File: src/rtl/aeop_consts.svh
// Constants and overview for the area event output pulser
`ifndef AEOP_CONSTS_SVH
`define AEOP_CONSTS_SVH
// Overview of operation
// - An alarm turns the siren channel on only if the zone type allows it.
// - Siren timeout or disarm turns the siren off; login may silence it.
// - Pulse on and off times are 8-bit values, 0 to 255, in 100 ms steps.
// - An active output pulses only when both pulse times are non-zero.
// - A pulsing output repeats on for the on time, then off for the off time.
// - The start of an entry delay turns the entry channel on.
// - Disarm during entry, or the alarm at its expiry, turns it off.
// - The start of an exit delay turns the exit channel on.
// - Arming done, an alarm or a disarm turns the exit channel off.
// - Arming done turns the armed channel on; disarming done turns it off.
// - Disarming done turns the disarmed channel on; arming done turns it off.
// - Any bypassed zone turns the bypass channel on; disarming turns it off.
// - Each channel drives either one output or a group of outputs together.

// Timing
`define AEOP_CLK_HZ     32'h0262_5A00
`define AEOP_MS_PER_S   32'h0000_03E8
`define AEOP_TICK_MS    32'h0000_0064
`define AEOP_TICK_CYC   ((`AEOP_CLK_HZ / `AEOP_MS_PER_S) * `AEOP_TICK_MS)
`define AEOP_T_ZERO     8'h00

// Sizes and channel indices
`define AEOP_NCH        6
`define AEOP_NPGM       16
`define AEOP_CH_BELL    0
`define AEOP_CH_ENTRY   1
`define AEOP_CH_EXIT    2
`define AEOP_CH_ARMED   3
`define AEOP_CH_DISARM  4
`define AEOP_CH_BYPASS  5

// Register map, byte addresses
`define AEOP_A_CTRL     12'h000
`define AEOP_A_STAT     12'h004
`define AEOP_A_PGM      12'h008
`define AEOP_A_CFG0     12'h010
`define AEOP_A_GRP0     12'h030
`define AEOP_STAT_DRV   6

// Reset values
`define AEOP_CTRL_RST   1'b1
`define AEOP_CFG_RST    21'h0_0000
`define AEOP_GRP_RST    16'h0000
`endif

File: src/rtl/aeop_pkg.sv
// Shared types for the area event output pulser
`include "aeop_consts.svh"
package aeop_pkg;
  typedef struct packed {
    logic alarm;
    logic siren_opt;
    logic siren_tmo;
    logic login;
    logic entry_start;
    logic exit_start;
    logic arm_done;
    logic disarm_done;
    logic bypass_any;
  } aeop_evt_t;

  typedef struct packed {
    logic       grp;
    logic [3:0] idx;
    logic [7:0] off_t;
    logic [7:0] on_t;
  } aeop_cfg_t;

  typedef enum logic [3:0] {
    PLS_IDLE   = 4'b0001,
    PLS_STEADY = 4'b0010,
    PLS_ON     = 4'b0100,
    PLS_OFF    = 4'b1000
  } aeop_pls_st_t;

  typedef struct packed {
    aeop_pls_st_t st;
    logic [7:0]   cnt;
    logic         drv;
  } aeop_pls_t;

  typedef struct packed {
    logic [31:0] cnt;
    logic        tick;
  } aeop_tick_t;

  typedef enum logic [2:0] {
    RK_NONE = 3'h0, RK_CTRL = 3'h1, RK_STAT = 3'h2,
    RK_PGM  = 3'h3, RK_CFG  = 3'h4, RK_GRP  = 3'h5
  } aeop_rk_t;

  typedef struct packed {
    aeop_rk_t   kind;
    logic [2:0] ch;
  } aeop_dec_t;

  typedef struct packed {
    logic                                     sil_en;
    aeop_cfg_t [`AEOP_NCH-1:0]                cfg;
    logic [`AEOP_NCH-1:0][`AEOP_NPGM-1:0]     grp;
    logic [`AEOP_NCH-1:0]                     act;
    logic [`AEOP_NPGM-1:0]                    pgm;
  } aeop_top_st_t;
endpackage : aeop_pkg

File: src/rtl/aeop_pulser.sv
// Per-channel steady or pulsed driver timed by the tick
`timescale 1ns/1ps
`include "aeop_consts.svh"

module aeop_pulser
  import aeop_pkg::*;
(
  // Clock and reset
  input  wire logic       i_clk_sys,
  input  wire logic       i_rst_b,
  // Control
  input  wire logic       i_act,
  input  wire logic       i_tick,
  input  wire logic [7:0] i_on_t,
  input  wire logic [7:0] i_off_t,
  // Drive
  output logic            o_drive
);
  aeop_pls_t st_q;
  aeop_pls_t st_d;
  logic      pulse_en;

  always_comb begin
    st_d     = st_q;
    pulse_en = (i_on_t != `AEOP_T_ZERO) && (i_off_t != `AEOP_T_ZERO);
    if (!i_act) begin
      st_d.st  = PLS_IDLE;
      st_d.drv = 1'b0;
    end else begin
      unique case (st_q.st)
        PLS_IDLE, PLS_STEADY: begin
          st_d.st  = pulse_en ? PLS_ON : PLS_STEADY;
          st_d.cnt = i_on_t;
          st_d.drv = 1'b1;
        end
        PLS_ON: begin
          if (!pulse_en) begin
            st_d.st  = PLS_STEADY;
            st_d.drv = 1'b1;
          end else if (i_tick && st_q.cnt <= 8'h01) begin
            st_d.st  = PLS_OFF;
            st_d.cnt = i_off_t;
            st_d.drv = 1'b0;
          end else if (i_tick) begin
            st_d.cnt = st_q.cnt - 8'h01;
          end
        end
        PLS_OFF: begin
          if (!pulse_en) begin
            st_d.st  = PLS_STEADY;
            st_d.drv = 1'b1;
          end else if (i_tick && st_q.cnt <= 8'h01) begin
            st_d.st  = PLS_ON;
            st_d.cnt = i_on_t;
            st_d.drv = 1'b1;
          end else if (i_tick) begin
            st_d.cnt = st_q.cnt - 8'h01;
          end
        end
      endcase
    end
  end

  always_ff @(posedge i_clk_sys or negedge i_rst_b) begin
    if (!i_rst_b) begin
      st_q <= '{st: PLS_IDLE, cnt: 8'h00, drv: 1'b0};
    end else begin
      st_q <= st_d;
    end
  end

  assign o_drive = st_q.drv;
endmodule : aeop_pulser

File: src/rtl/aeop_tick_gen.sv
// 100 ms tick divider for pulse timing
`timescale 1ns/1ps
`include "aeop_consts.svh"

module aeop_tick_gen
  import aeop_pkg::*;
#(
  parameter int TICK_CYCLES = `AEOP_TICK_CYC
) (
  // Clock and reset
  input  wire logic i_clk_sys,
  input  wire logic i_rst_b,
  // Tick
  output logic      o_tick
);
  aeop_tick_t st_q;
  aeop_tick_t st_d;

  always_comb begin
    st_d      = st_q;
    st_d.tick = 1'b0;
    if (st_q.cnt >= 32'(TICK_CYCLES - 1)) begin
      st_d.cnt  = 32'h0000_0000;
      st_d.tick = 1'b1;
    end else begin
      st_d.cnt = st_q.cnt + 32'h0000_0001;
    end
  end

  always_ff @(posedge i_clk_sys or negedge i_rst_b) begin
    if (!i_rst_b) begin
      st_q <= '{cnt: 32'h0000_0000, tick: 1'b0};
    end else begin
      st_q <= st_d;
    end
  end

  assign o_tick = st_q.tick;
endmodule : aeop_tick_gen

File: src/rtl/aeop_top.sv
// Area event output driver: channel latches, APB registers, output mux
//
// The implementer's own choices: the placing of the registers and the APB register port.
`timescale 1ns/1ps
`include "aeop_consts.svh"

module aeop_top
  import aeop_pkg::*;
#(
  parameter int TICK_CYCLES = `AEOP_TICK_CYC
) (
  // Clock and reset
  input  wire logic                  i_clk_sys,
  input  wire logic                  i_rst_b,
  // APB slave
  input  wire logic                  i_psel,
  input  wire logic                  i_penable,
  input  wire logic                  i_pwrite,
  input  wire logic [11:0]           i_paddr,
  input  wire logic [31:0]           i_pwdata,
  output logic      [31:0]           o_prdata,
  output logic                       o_pready,
  output logic                       o_pslverr,
  // Area events
  input  wire aeop_evt_t             i_evt,
  // Programmable outputs
  output logic      [`AEOP_NPGM-1:0] o_pgm
);

  //////////////////////////////////////////////////////////////////////////
  // Declarations

  aeop_top_st_t           st_q;
  aeop_top_st_t           st_d;
  aeop_dec_t              dec;
  logic                   tick;
  logic                   access;
  logic [`AEOP_NCH-1:0]   drive;
  logic [`AEOP_NCH-1:0]   set;
  logic [`AEOP_NCH-1:0]   clr;
  logic [31:0]            rdata;

  //////////////////////////////////////////////////////////////////////////
  // Decode helpers

  function automatic aeop_dec_t reg_dec(input logic [11:0] a);
    aeop_dec_t d;
    d = '{kind: RK_NONE, ch: 3'h0};
    if (a[1:0] != 2'b00) begin
      d.kind = RK_NONE;
    end else if (a == `AEOP_A_CTRL) begin
      d.kind = RK_CTRL;
    end else if (a == `AEOP_A_STAT) begin
      d.kind = RK_STAT;
    end else if (a == `AEOP_A_PGM) begin
      d.kind = RK_PGM;
    end else if (a >= `AEOP_A_CFG0 &&
                 a < `AEOP_A_CFG0 + 12'(4 * `AEOP_NCH)) begin
      d.kind = RK_CFG;
      d.ch   = 3'((a - `AEOP_A_CFG0) >> 2);
    end else if (a >= `AEOP_A_GRP0 &&
                 a < `AEOP_A_GRP0 + 12'(4 * `AEOP_NCH)) begin
      d.kind = RK_GRP;
      d.ch   = 3'((a - `AEOP_A_GRP0) >> 2);
    end
    return d;
  endfunction : reg_dec

  // Single output or whole group for one channel
  function automatic logic [`AEOP_NPGM-1:0] chan_mask(
    input aeop_cfg_t             c,
    input logic [`AEOP_NPGM-1:0] g
  );
    logic [`AEOP_NPGM-1:0] m;
    m = `AEOP_NPGM'(1) << c.idx;
    if (c.grp) begin
      m = g;
    end
    return m;
  endfunction : chan_mask

  //////////////////////////////////////////////////////////////////////////
  // Tick and per-channel pulsers

  aeop_tick_gen #(
    .TICK_CYCLES (TICK_CYCLES)
  ) u_tick (
    .i_clk_sys (i_clk_sys),
    .i_rst_b   (i_rst_b),
    .o_tick    (tick)
  );

  for (genvar c = 0; c < `AEOP_NCH; c++) begin : g_ch
    aeop_pulser u_pls (
      .i_clk_sys (i_clk_sys),
      .i_rst_b   (i_rst_b),
      .i_act     (st_q.act[c]),
      .i_tick    (tick),
      .i_on_t    (st_q.cfg[c].on_t),
      .i_off_t   (st_q.cfg[c].off_t),
      .o_drive   (drive[c])
    );
  end

  //////////////////////////////////////////////////////////////////////////
  // Next state

  // Set wins over clear so an event in the clearing cycle is not lost
  always_comb begin
    st_d   = st_q;
    dec    = reg_dec(i_paddr);
    access = i_psel & i_penable;
    set    = '0;
    clr    = '0;
    rdata  = 32'h0000_0000;

    // Siren channel
    set[`AEOP_CH_BELL] = i_evt.alarm & i_evt.siren_opt;
    clr[`AEOP_CH_BELL] = i_evt.siren_tmo | i_evt.disarm_done |
                         (i_evt.login & st_q.sil_en);

    // Entry delay channel
    set[`AEOP_CH_ENTRY] = i_evt.entry_start;
    clr[`AEOP_CH_ENTRY] = i_evt.disarm_done | i_evt.alarm;

    // Exit delay channel
    set[`AEOP_CH_EXIT] = i_evt.exit_start;
    clr[`AEOP_CH_EXIT] = i_evt.arm_done | i_evt.alarm |
                         i_evt.disarm_done;

    // Armed and disarmed state channels
    set[`AEOP_CH_ARMED]  = i_evt.arm_done;
    clr[`AEOP_CH_ARMED]  = i_evt.disarm_done;
    set[`AEOP_CH_DISARM] = i_evt.disarm_done;
    clr[`AEOP_CH_DISARM] = i_evt.arm_done;

    // Bypass channel follows the level, holds until disarm
    set[`AEOP_CH_BYPASS] = i_evt.bypass_any;
    clr[`AEOP_CH_BYPASS] = i_evt.disarm_done;

    st_d.act = set | (st_q.act & ~clr);

    // Output mux, registered so the pins never glitch
    st_d.pgm = '0;
    for (int c = 0; c < `AEOP_NCH; c++) begin
      if (drive[c]) begin
        st_d.pgm = st_d.pgm | chan_mask(st_q.cfg[c], st_q.grp[c]);
      end
    end

    // Register writes; status words ignore writes
    if (access && i_pwrite) begin
      unique case (dec.kind)
        RK_CTRL: st_d.sil_en = i_pwdata[0];
        RK_CFG:  st_d.cfg[dec.ch] = aeop_cfg_t'(i_pwdata[20:0]);
        RK_GRP:  st_d.grp[dec.ch] = i_pwdata[`AEOP_NPGM-1:0];
        RK_NONE, RK_STAT, RK_PGM: begin
        end
      endcase
    end

    // Register reads
    unique case (dec.kind)
      RK_CTRL: rdata = {31'h0000_0000, st_q.sil_en};
      RK_STAT: rdata = {20'h0_0000, drive, st_q.act};
      RK_PGM:  rdata = {16'h0000, st_q.pgm};
      RK_CFG:  rdata = {11'h000, st_q.cfg[dec.ch]};
      RK_GRP:  rdata = {16'h0000, st_q.grp[dec.ch]};
      RK_NONE: rdata = 32'h0000_0000;
    endcase
  end

  //////////////////////////////////////////////////////////////////////////
  // State register

  always_ff @(posedge i_clk_sys or negedge i_rst_b) begin
    if (!i_rst_b) begin
      st_q.sil_en <= `AEOP_CTRL_RST;
      st_q.cfg    <= {`AEOP_NCH{`AEOP_CFG_RST}};
      st_q.grp    <= {`AEOP_NCH{`AEOP_GRP_RST}};
      st_q.act    <= '0;
      st_q.pgm    <= '0;
    end else begin
      st_q <= st_d;
    end
  end

  //////////////////////////////////////////////////////////////////////////
  // Outputs

  // Zero wait states: every access completes in its first access cycle
  assign o_pready  = access;
  assign o_pslverr = access & (dec.kind == RK_NONE);
  assign o_prdata  = access ? rdata : 32'h0000_0000;
  assign o_pgm     = st_q.pgm;
endmodule : aeop_top

File: config.mk
export PLATFORM = sky130hd
export DESIGN_NAME = aeop_top
export DESIGN_NICKNAME = d
export VERILOG_FILES = /design/src/rtl/aeop_pkg.sv /design/src/rtl/aeop_pulser.sv /design/src/rtl/aeop_tick_gen.sv /design/src/rtl/aeop_top.sv
export VERILOG_INCLUDE_DIRS = /design/src /design/src/rtl
export SDC_FILE = /design/constraint.sdc
export NUM_CORES = 1
export LEC_CHECK = 0
export CORE_MARGIN = 5
export CORE_UTILIZATION = 60
export CTS_BUF_LIST = sky130_fd_sc_hd__clkbuf_8
export DETAILED_ROUTE_END_ITERATION = 16
export DONT_BUFFER_PORTS = 1
export PLACE_DENSITY = 0.8
export SLEW_MARGIN = 20
export SYNTH_ARGS = -nofsm -noshare
export SYNTH_HDL_FRONTEND = slang
export SYNTH_SLANG_ARGS = --single-unit
File: constraint.sdc
create_clock -name i_clk_sys -period 8.7 [get_ports i_clk_sys]
set_input_delay 2.61 -clock i_clk_sys [delete_from_list [all_inputs] [get_ports i_clk_sys]]
set_output_delay 2.61 -clock i_clk_sys [all_outputs]
set_load 0.05 [all_outputs]
==> impl_metrics.ini, run 1 <==
[status]
outcome = complete, but fails checks
violations = slew limit

[setup_path]
cp-end-kind = primary output
crit_chain = nor4_2 -> and2_1 -> and2_1 -> o22ai_1 -> a2111oi_0 -> or3_1 -> buf_12
cp-start-kind = input pin
critPathArrivalTime_ns = 5.57
crit_path_max_incr_delay_ns = 0.76
critPathBufInv = 1
critPathMaxFanout = 10
cp_data_required_time_ns = 6.09
crit_top_cell = and2_1
critical-path-top-delay-family = simple AND/OR/NAND/NOR gates
worst-setup-path-type = input pin to primary output
slowest_stage = a2111oi_0

[min_path]
type_of_the_tightest_min_delay_check = register to register

[floorplan]
placeableCoreArea_um2 = 33400
die_area_um2 = 37600
chipWidth_um = 194
initial_standard_cell_utilization_of_the_core = 0.607
floorplan.rows = 67
pin_count = 108
fp.dieH_um = 194

[layout]
layout.cell_area.non_filler_um2 = 21900
finish.utilization = 0.653
instances_no_fill = 2449
seq_area_um2 = 8920
n_antenna_cell = 0
syn_to_final_growth_pct = 7.72
filler_cell_count_in_the_final_layout = 2579
finalNetCount = 2022
layout.cells.most_common_list = dfrtp_1 (349), mux2_2 (212), nand2_1 (207)
drive_gt1_frac = 0.221
final_common_cell = dfrtp_1
multi_input_area_um2 = 10500

[global_routing]
global_route.overflow_total = 0
grt_antenna_before_repair = 1
global_route_wire_length_before_repair_um = 99600
grtUsageTotal = 0.342
grt_max_degree = 357
grt_pass1_vias = 15900

[synthesis]
yosysWarningCount = 0
synth.distinct_cells = 87
synthDominantCellAreaShare = 0.430
postSynth.asyncResetShare = 1.00
synth-seq-area-share = 0.439
synthesis.instances = 1995
synth_top_flop_cell = dfrtp_1
yosys_register_bits = 356
synthDominantAreaCellType = dfrtp_1
ys_top_cells_by_area = dfrtp_1 (43%), mux2_2 (12%), nand2_1 (3.8%)
syn-cell-area_um2 = 20300
synth_enable_flop_cells = 0
postSynthAreaPerCell_um2 = 10.2

[sta]
report.final.setup_viol = 0
maxClockFrequency_mhz = 122
final.min_clock_period_ns = 8.18
final_slew_viol_count = 157
number_of_endpoints_with_negative_hold_slack_in_the_final_report = 0
timing.clock.skew_ns = 0.0434
setup_repair_after_global_routing_missed_its_margin = no
setup_tns_ns = 0
timing.max_slew.rel_slack = -0.190
final.period_utilization = 0.940
timing_worst_slew_pin_value_ns = 1.79

[placement]
routabilityCongestion = 1.04
dpl_cell_area_um2 = 20600
buffer_ports.inserted = 0
place_inst = 2337
place.detailed.hpwl_um = 46400

[clocking]
cts-root-to-sink-buffers = 3
tritoncts = done
clock_latency_ns = 0.68
ctsResizeCount = 0
cts.htree.levels = 2
clock_sink_count = 356
cts.hold.buffers_added = 0
cts.reportedPaths.clkPinSlew_ns = 0.06
cts_root_buffer = clkbuf_8
numCtsBuffers = 59
cts_post_setup_buffers_inserted = 0

[routing]
totalWireLength_um = 65700
drt.antenna.violating_nets = 0
post_drt_via_cell_ratio = 6.92
routed-via-count = 16900
drt_first_iter_violations = 2466
detail_route.wl_per_cell_um = 26.8
firstDrtPassIters = 8
detail_route.drc_violations = 0

[power]
powerDensity_nw_per_um2 = 153
vdd_drop_max_mv = 0.124
power.leakage_nw = 9.90
total_power_mw = 3.35

[job]
maxCapViolations = 0
Yosys cell counts, types with 11 or more instances:
cell type / n
a21oi_1: 45
a221oi_1: 14
a22oi_1: 61
buf_2: 20
buf_4: 35
clkbuf_1: 108
dfrtp_1: 349
ha_1: 13
inv_1: 28
mux2_2: 212
mux2_4: 40
mux2i_1: 48
nand2_1: 207
nand2b_1: 36
nand3_1: 34
nand4_1: 11
nor2_1: 129
nor2b_1: 18
nor3_1: 56
nor4_1: 32
o21ai_0: 87
o21ai_1: 12
o221ai_1: 23
o22ai_1: 30
o31ai_1: 61
o41ai_1: 37
or4_1: 22
xnor2_1: 15
xor2_1: 24
logic make-up (layout without fill, tap and decap cells):
group,Yosys count,after routing,synth area share
AND/OR/NAND/NOR,622,622,0.157
flip-flops,356,356,0.439
other,1,21,0.000185
buffers and inverters,206,192,0.0490
XOR/XNOR,39,39,0.0168
AO/OA/AOI/OAI,458,458,0.159
multiplexers,300,300,0.171
adder cells (fa/ha/maj),13,13,0.00802
area by class of cell:
cell class                 count  share of cell area
timing repair buffer          53              0.0225
clock inverter                33             0.00807
sequential                   356               0.408
multi-input combinational   1453               0.482
inverter                      28             0.00481
tap                          448              0.0256
clock buffer                  78              0.0491
through the flow:
step           setup slack (ns)  hold slack (ns)
3_5_place_dp              0.625            0.494
6_report                  0.518            0.500
3_3_place_gp              0.661            0.481
2_1_floorplan             0.183            0.433
5_1_grt                   0.424            0.525
4_1_cts                   0.633            0.495
path summary, 6_finish.rpt:
path	startpoint	to	slack (ns)	depth (start not counted)
worst max-delay path	i_paddr[11]	o_prdata[9]	0.52	7
max in group asynchronous	i_rst_b	st_q[89]$_DFFE_PN0P_	5.63	0
worst min-delay path	st_q[16]$_DFF_PN0_	g_ch[0].u_pls.st_q[9]$_DFFE_PN1P_	0.50	1
worst min register to register	st_q[16]$_DFF_PN0_	g_ch[0].u_pls.st_q[9]$_DFFE_PN1P_	0.50	1
worst max register to register	u_tick.o_tick$_DFF_PN0_	g_ch[2].u_pls.st_q[6]$_DFFE_PN0P_	5.92	6
min in group asynchronous	i_rst_b	u_tick.st_q[4]$_DFF_PN0_	1.62	0
where the power goes:
part,switching [mW],internal (mW)
registers,0.0246,1.67
logic,0.0775,0.0383
clock network,0.706,0.833
total,0.808,2.54
registers in the layout (all words and copies together), names as in the netlist:
| name | flops |
|---|---|
| u_tick.st_q | 32 |
| g_ch.u_pls.o_drive | 6 |
| st_q | 229 |
| u_tick.o_tick | 1 |
| o_pgm | 16 |
| g_ch.u_pls.st_q | 72 |
per-layer routing:
layer | track usage | routed length [um] | up-vias
met5 | 0 | 13 | -
met4 | 0.128 | 2670 | 2
met3 | 0.136 | 9560 | 172
met2 | 0.465 | 26900 | 1082
met1 | 0.494 | 26500 | 8363
li1 | - | - | 7320
(Power assumes the default switching activity.)
==> inputs of run 2 (changes only) <==
--- a/config.mk
+++ b/config.mk
@@ -6,6 +6,7 @@
 export SDC_FILE = /design/constraint.sdc
 export NUM_CORES = 1
 export LEC_CHECK = 0
+export CORE_ASPECT_RATIO = 0.75
 export CORE_MARGIN = 5
 export CORE_UTILIZATION = 60
 export CTS_BUF_LIST = sky130_fd_sc_hd__clkbuf_8
==> run 2 against run 1 <==
Against the previous run:
- the run now ends clean
- combinational power grew 5%
- global-route usage grew 1.3 points
- worst setup slack gained 0.25 ns
- sequential share of layout area grew 0.29 points
- sequential power is essentially flat
- largest cell class unchanged
- largest power group unchanged
==> impl_metrics.ini, run 2 (synthesis gave the netlist of run 1 again) <==
[setup_path]
cp-end-kind = primary output
worst-r2r-cell-count = 6
worstSetupStartpoint = i_paddr[1]
worst-setup-path-type = input pin to primary output
cp_data_required_time_ns = 6.09
ff2ff_setup_slack_ns = 5.60
crit-reg2reg-launch = u_tick.o_tick$_DFF_PN0_
critPathArrivalTime_ns = 5.32
setup.worst_path.end = o_prdata[8]
critPathMaxFanout = 21
reg2reg_to = g_ch[2].u_pls.st_q[4]$_DFFE_PN0P_
cp-start-kind = input pin

[global_routing]
met2_usage = 0.466
grt_antenna_before_repair = 1
grt_max_degree = 357
grt_use_met3 = 0.163
global_route.overflow_total = 0
met1_track_demand_over_resource = 0.528
grt_pass1_vias = 15800
global_route_wire_length_before_repair_um = 102000
grt-busiest-layer = met1
grtUsageTotal = 0.355

[floorplan]
die_area_um2 = 37600
fp.dieH_um = 169
initial_standard_cell_utilization_of_the_core = 0.607
placeableCoreArea_um2 = 33500
floorplan.rows = 58
pin_count = 108
chipWidth_um = 222

[layout]
biggest_registers_after_layout = st_q (229), g_ch.u_pls.st_q (72), u_tick.st_q (32)
multi_input_area_um2 = 10500
layout.cells.most_common_list = dfrtp_1 (349), mux2_2 (212), nand2_1 (207)
drive_gt1_frac = 0.217
finalNetCount = 2014
final_common_cell = dfrtp_1
regMostFlops = st_q
filler_cell_count_in_the_final_layout = 2660
seq_area_um2 = 8920
finish.utilization = 0.649
largest_reg_flops = 229
layout.cell_area.non_filler_um2 = 21700
syn_to_final_growth_pct = 6.97

[sta]
setup_tns_ns = 0
report.final.setup_viol = 0
hold_slack_ns = 0.509
final_slew_viol_count = 0
timing.clock.skew_ns = 0.0379
final.min_clock_period_ns = 7.93
timing_worst_slew_pin_value_ns = 1.15
final.period_utilization = 0.911
timing.max_slew.rel_slack = 0.225
setup_repair_after_global_routing_missed_its_margin = no
maxClockFrequency_mhz = 126
number_of_endpoints_with_negative_hold_slack_in_the_final_report = 0

[placement]
routabilityCongestion = 1.01
buffer_ports.inserted = 0
place.detailed.hpwl_um = 48600
dpl_cell_area_um2 = 20500

[status]
outcome = finished clean

[routing]
firstDrtPassIters = 6
totalWireLength_um = 68500
drt_first_iter_violations = 2766
drt.antenna.violating_nets = 0
routed-via-count = 16900
post_drt_via_cell_ratio = 6.93
detail_route.drc_violations = 0
detail_route.wl_per_cell_um = 28.1

[clocking]
clock_latency_ns = 0.65
cts.hold.buffers_added = 0
cts_post_setup_buffers_inserted = 0
cts.htree.levels = 2
cts_root_buffer = clkbuf_8
cts.reportedPaths.clkPinSlew_ns = 0.07
cts-root-to-sink-buffers = 3
tritoncts = done
numCtsBuffers = 55
clock_sink_count = 356
ctsResizeCount = 0

[power]
vdd_drop_max_mv = 0.121
powerDensity_nw_per_um2 = 153
total_power_mw = 3.32
power.leakage_nw = 9.84

[job]
maxCapViolations = 0

[min_path]
type_of_the_tightest_min_delay_check = register to register
## run 2: cell count changes in the layout (fill, tap and decap cells not counted), sizes merged
| cell | delta |
|---|---|
| buf | -4 |
| clkbuf | -3 |
| clkinv | -3 |
| diode | +2 |
| clkinvlp | -1 |
## run 2: area by class of cell
cell class                 instances  share of cell area
antenna                            2            0.000231
clock buffer                      75              0.0476
multi-input combinational       1453               0.485
sequential                       356               0.411
clock inverter                    29             0.00744
tap                              450              0.0259
inverter                          28             0.00484
timing repair buffer              49              0.0182
## run 2: report_power, final
group	switching (mW)	internal (mW)	leakage (nW)
registers	0.0206	1.67	4.85
clock network	0.705	0.801	0.692
logic	0.0831	0.0389	4.30
## run 2: worst max-delay path: stages
cell,delay (ns)
nor3_1,0.51
o311a_1,0.42
nand2_1,0.20
buf_4,0.31
mux2i_1,0.23
a2111o_1,0.51
o221ai_1,0.21
buf_4,0.30
## run 2: how the worst min path moves through the flow
stage	start	slack, ns	depth (start not counted)	endpoint
after floorplan	st_q[20]$_DFF_PN0_	0.43	1	g_ch[4].u_pls.st_q[9]$_DFFE_PN1P_
after global placement	g_ch[0].u_pls.st_q[2]$_DFFE_PN0P_	0.49	2	g_ch[0].u_pls.st_q[2]$_DFFE_PN0P_
after detailed placement	u_tick.st_q[1]$_DFF_PN0_	0.50	1	u_tick.st_q[1]$_DFF_PN0_
after CTS	u_tick.st_q[1]$_DFF_PN0_	0.51	1	u_tick.st_q[1]$_DFF_PN0_
after global routing	u_tick.st_q[1]$_DFF_PN0_	0.54	1	u_tick.st_q[1]$_DFF_PN0_
final	g_ch[0].u_pls.st_q[2]$_DFFE_PN0P_	0.51	2	g_ch[0].u_pls.st_q[2]$_DFFE_PN0P_
## run 2: layer usage
layer	part of all wire	vias up	wire length [um]
li1	-	7300	-
met1	0.42	8392	28800
met2	0.39	1101	26800
met3	0.16	137	10700
met4	0.032	0	2210
met5	0	-	0
## run 2: stage by stage
step,setup slack [ns],cells
after floorplan,0.183,2015
after global placement,0.907,2332
after detailed placement,0.869,2332
after CTS,0.855,2436
after global routing,0.662,2440
final,0.772,2442
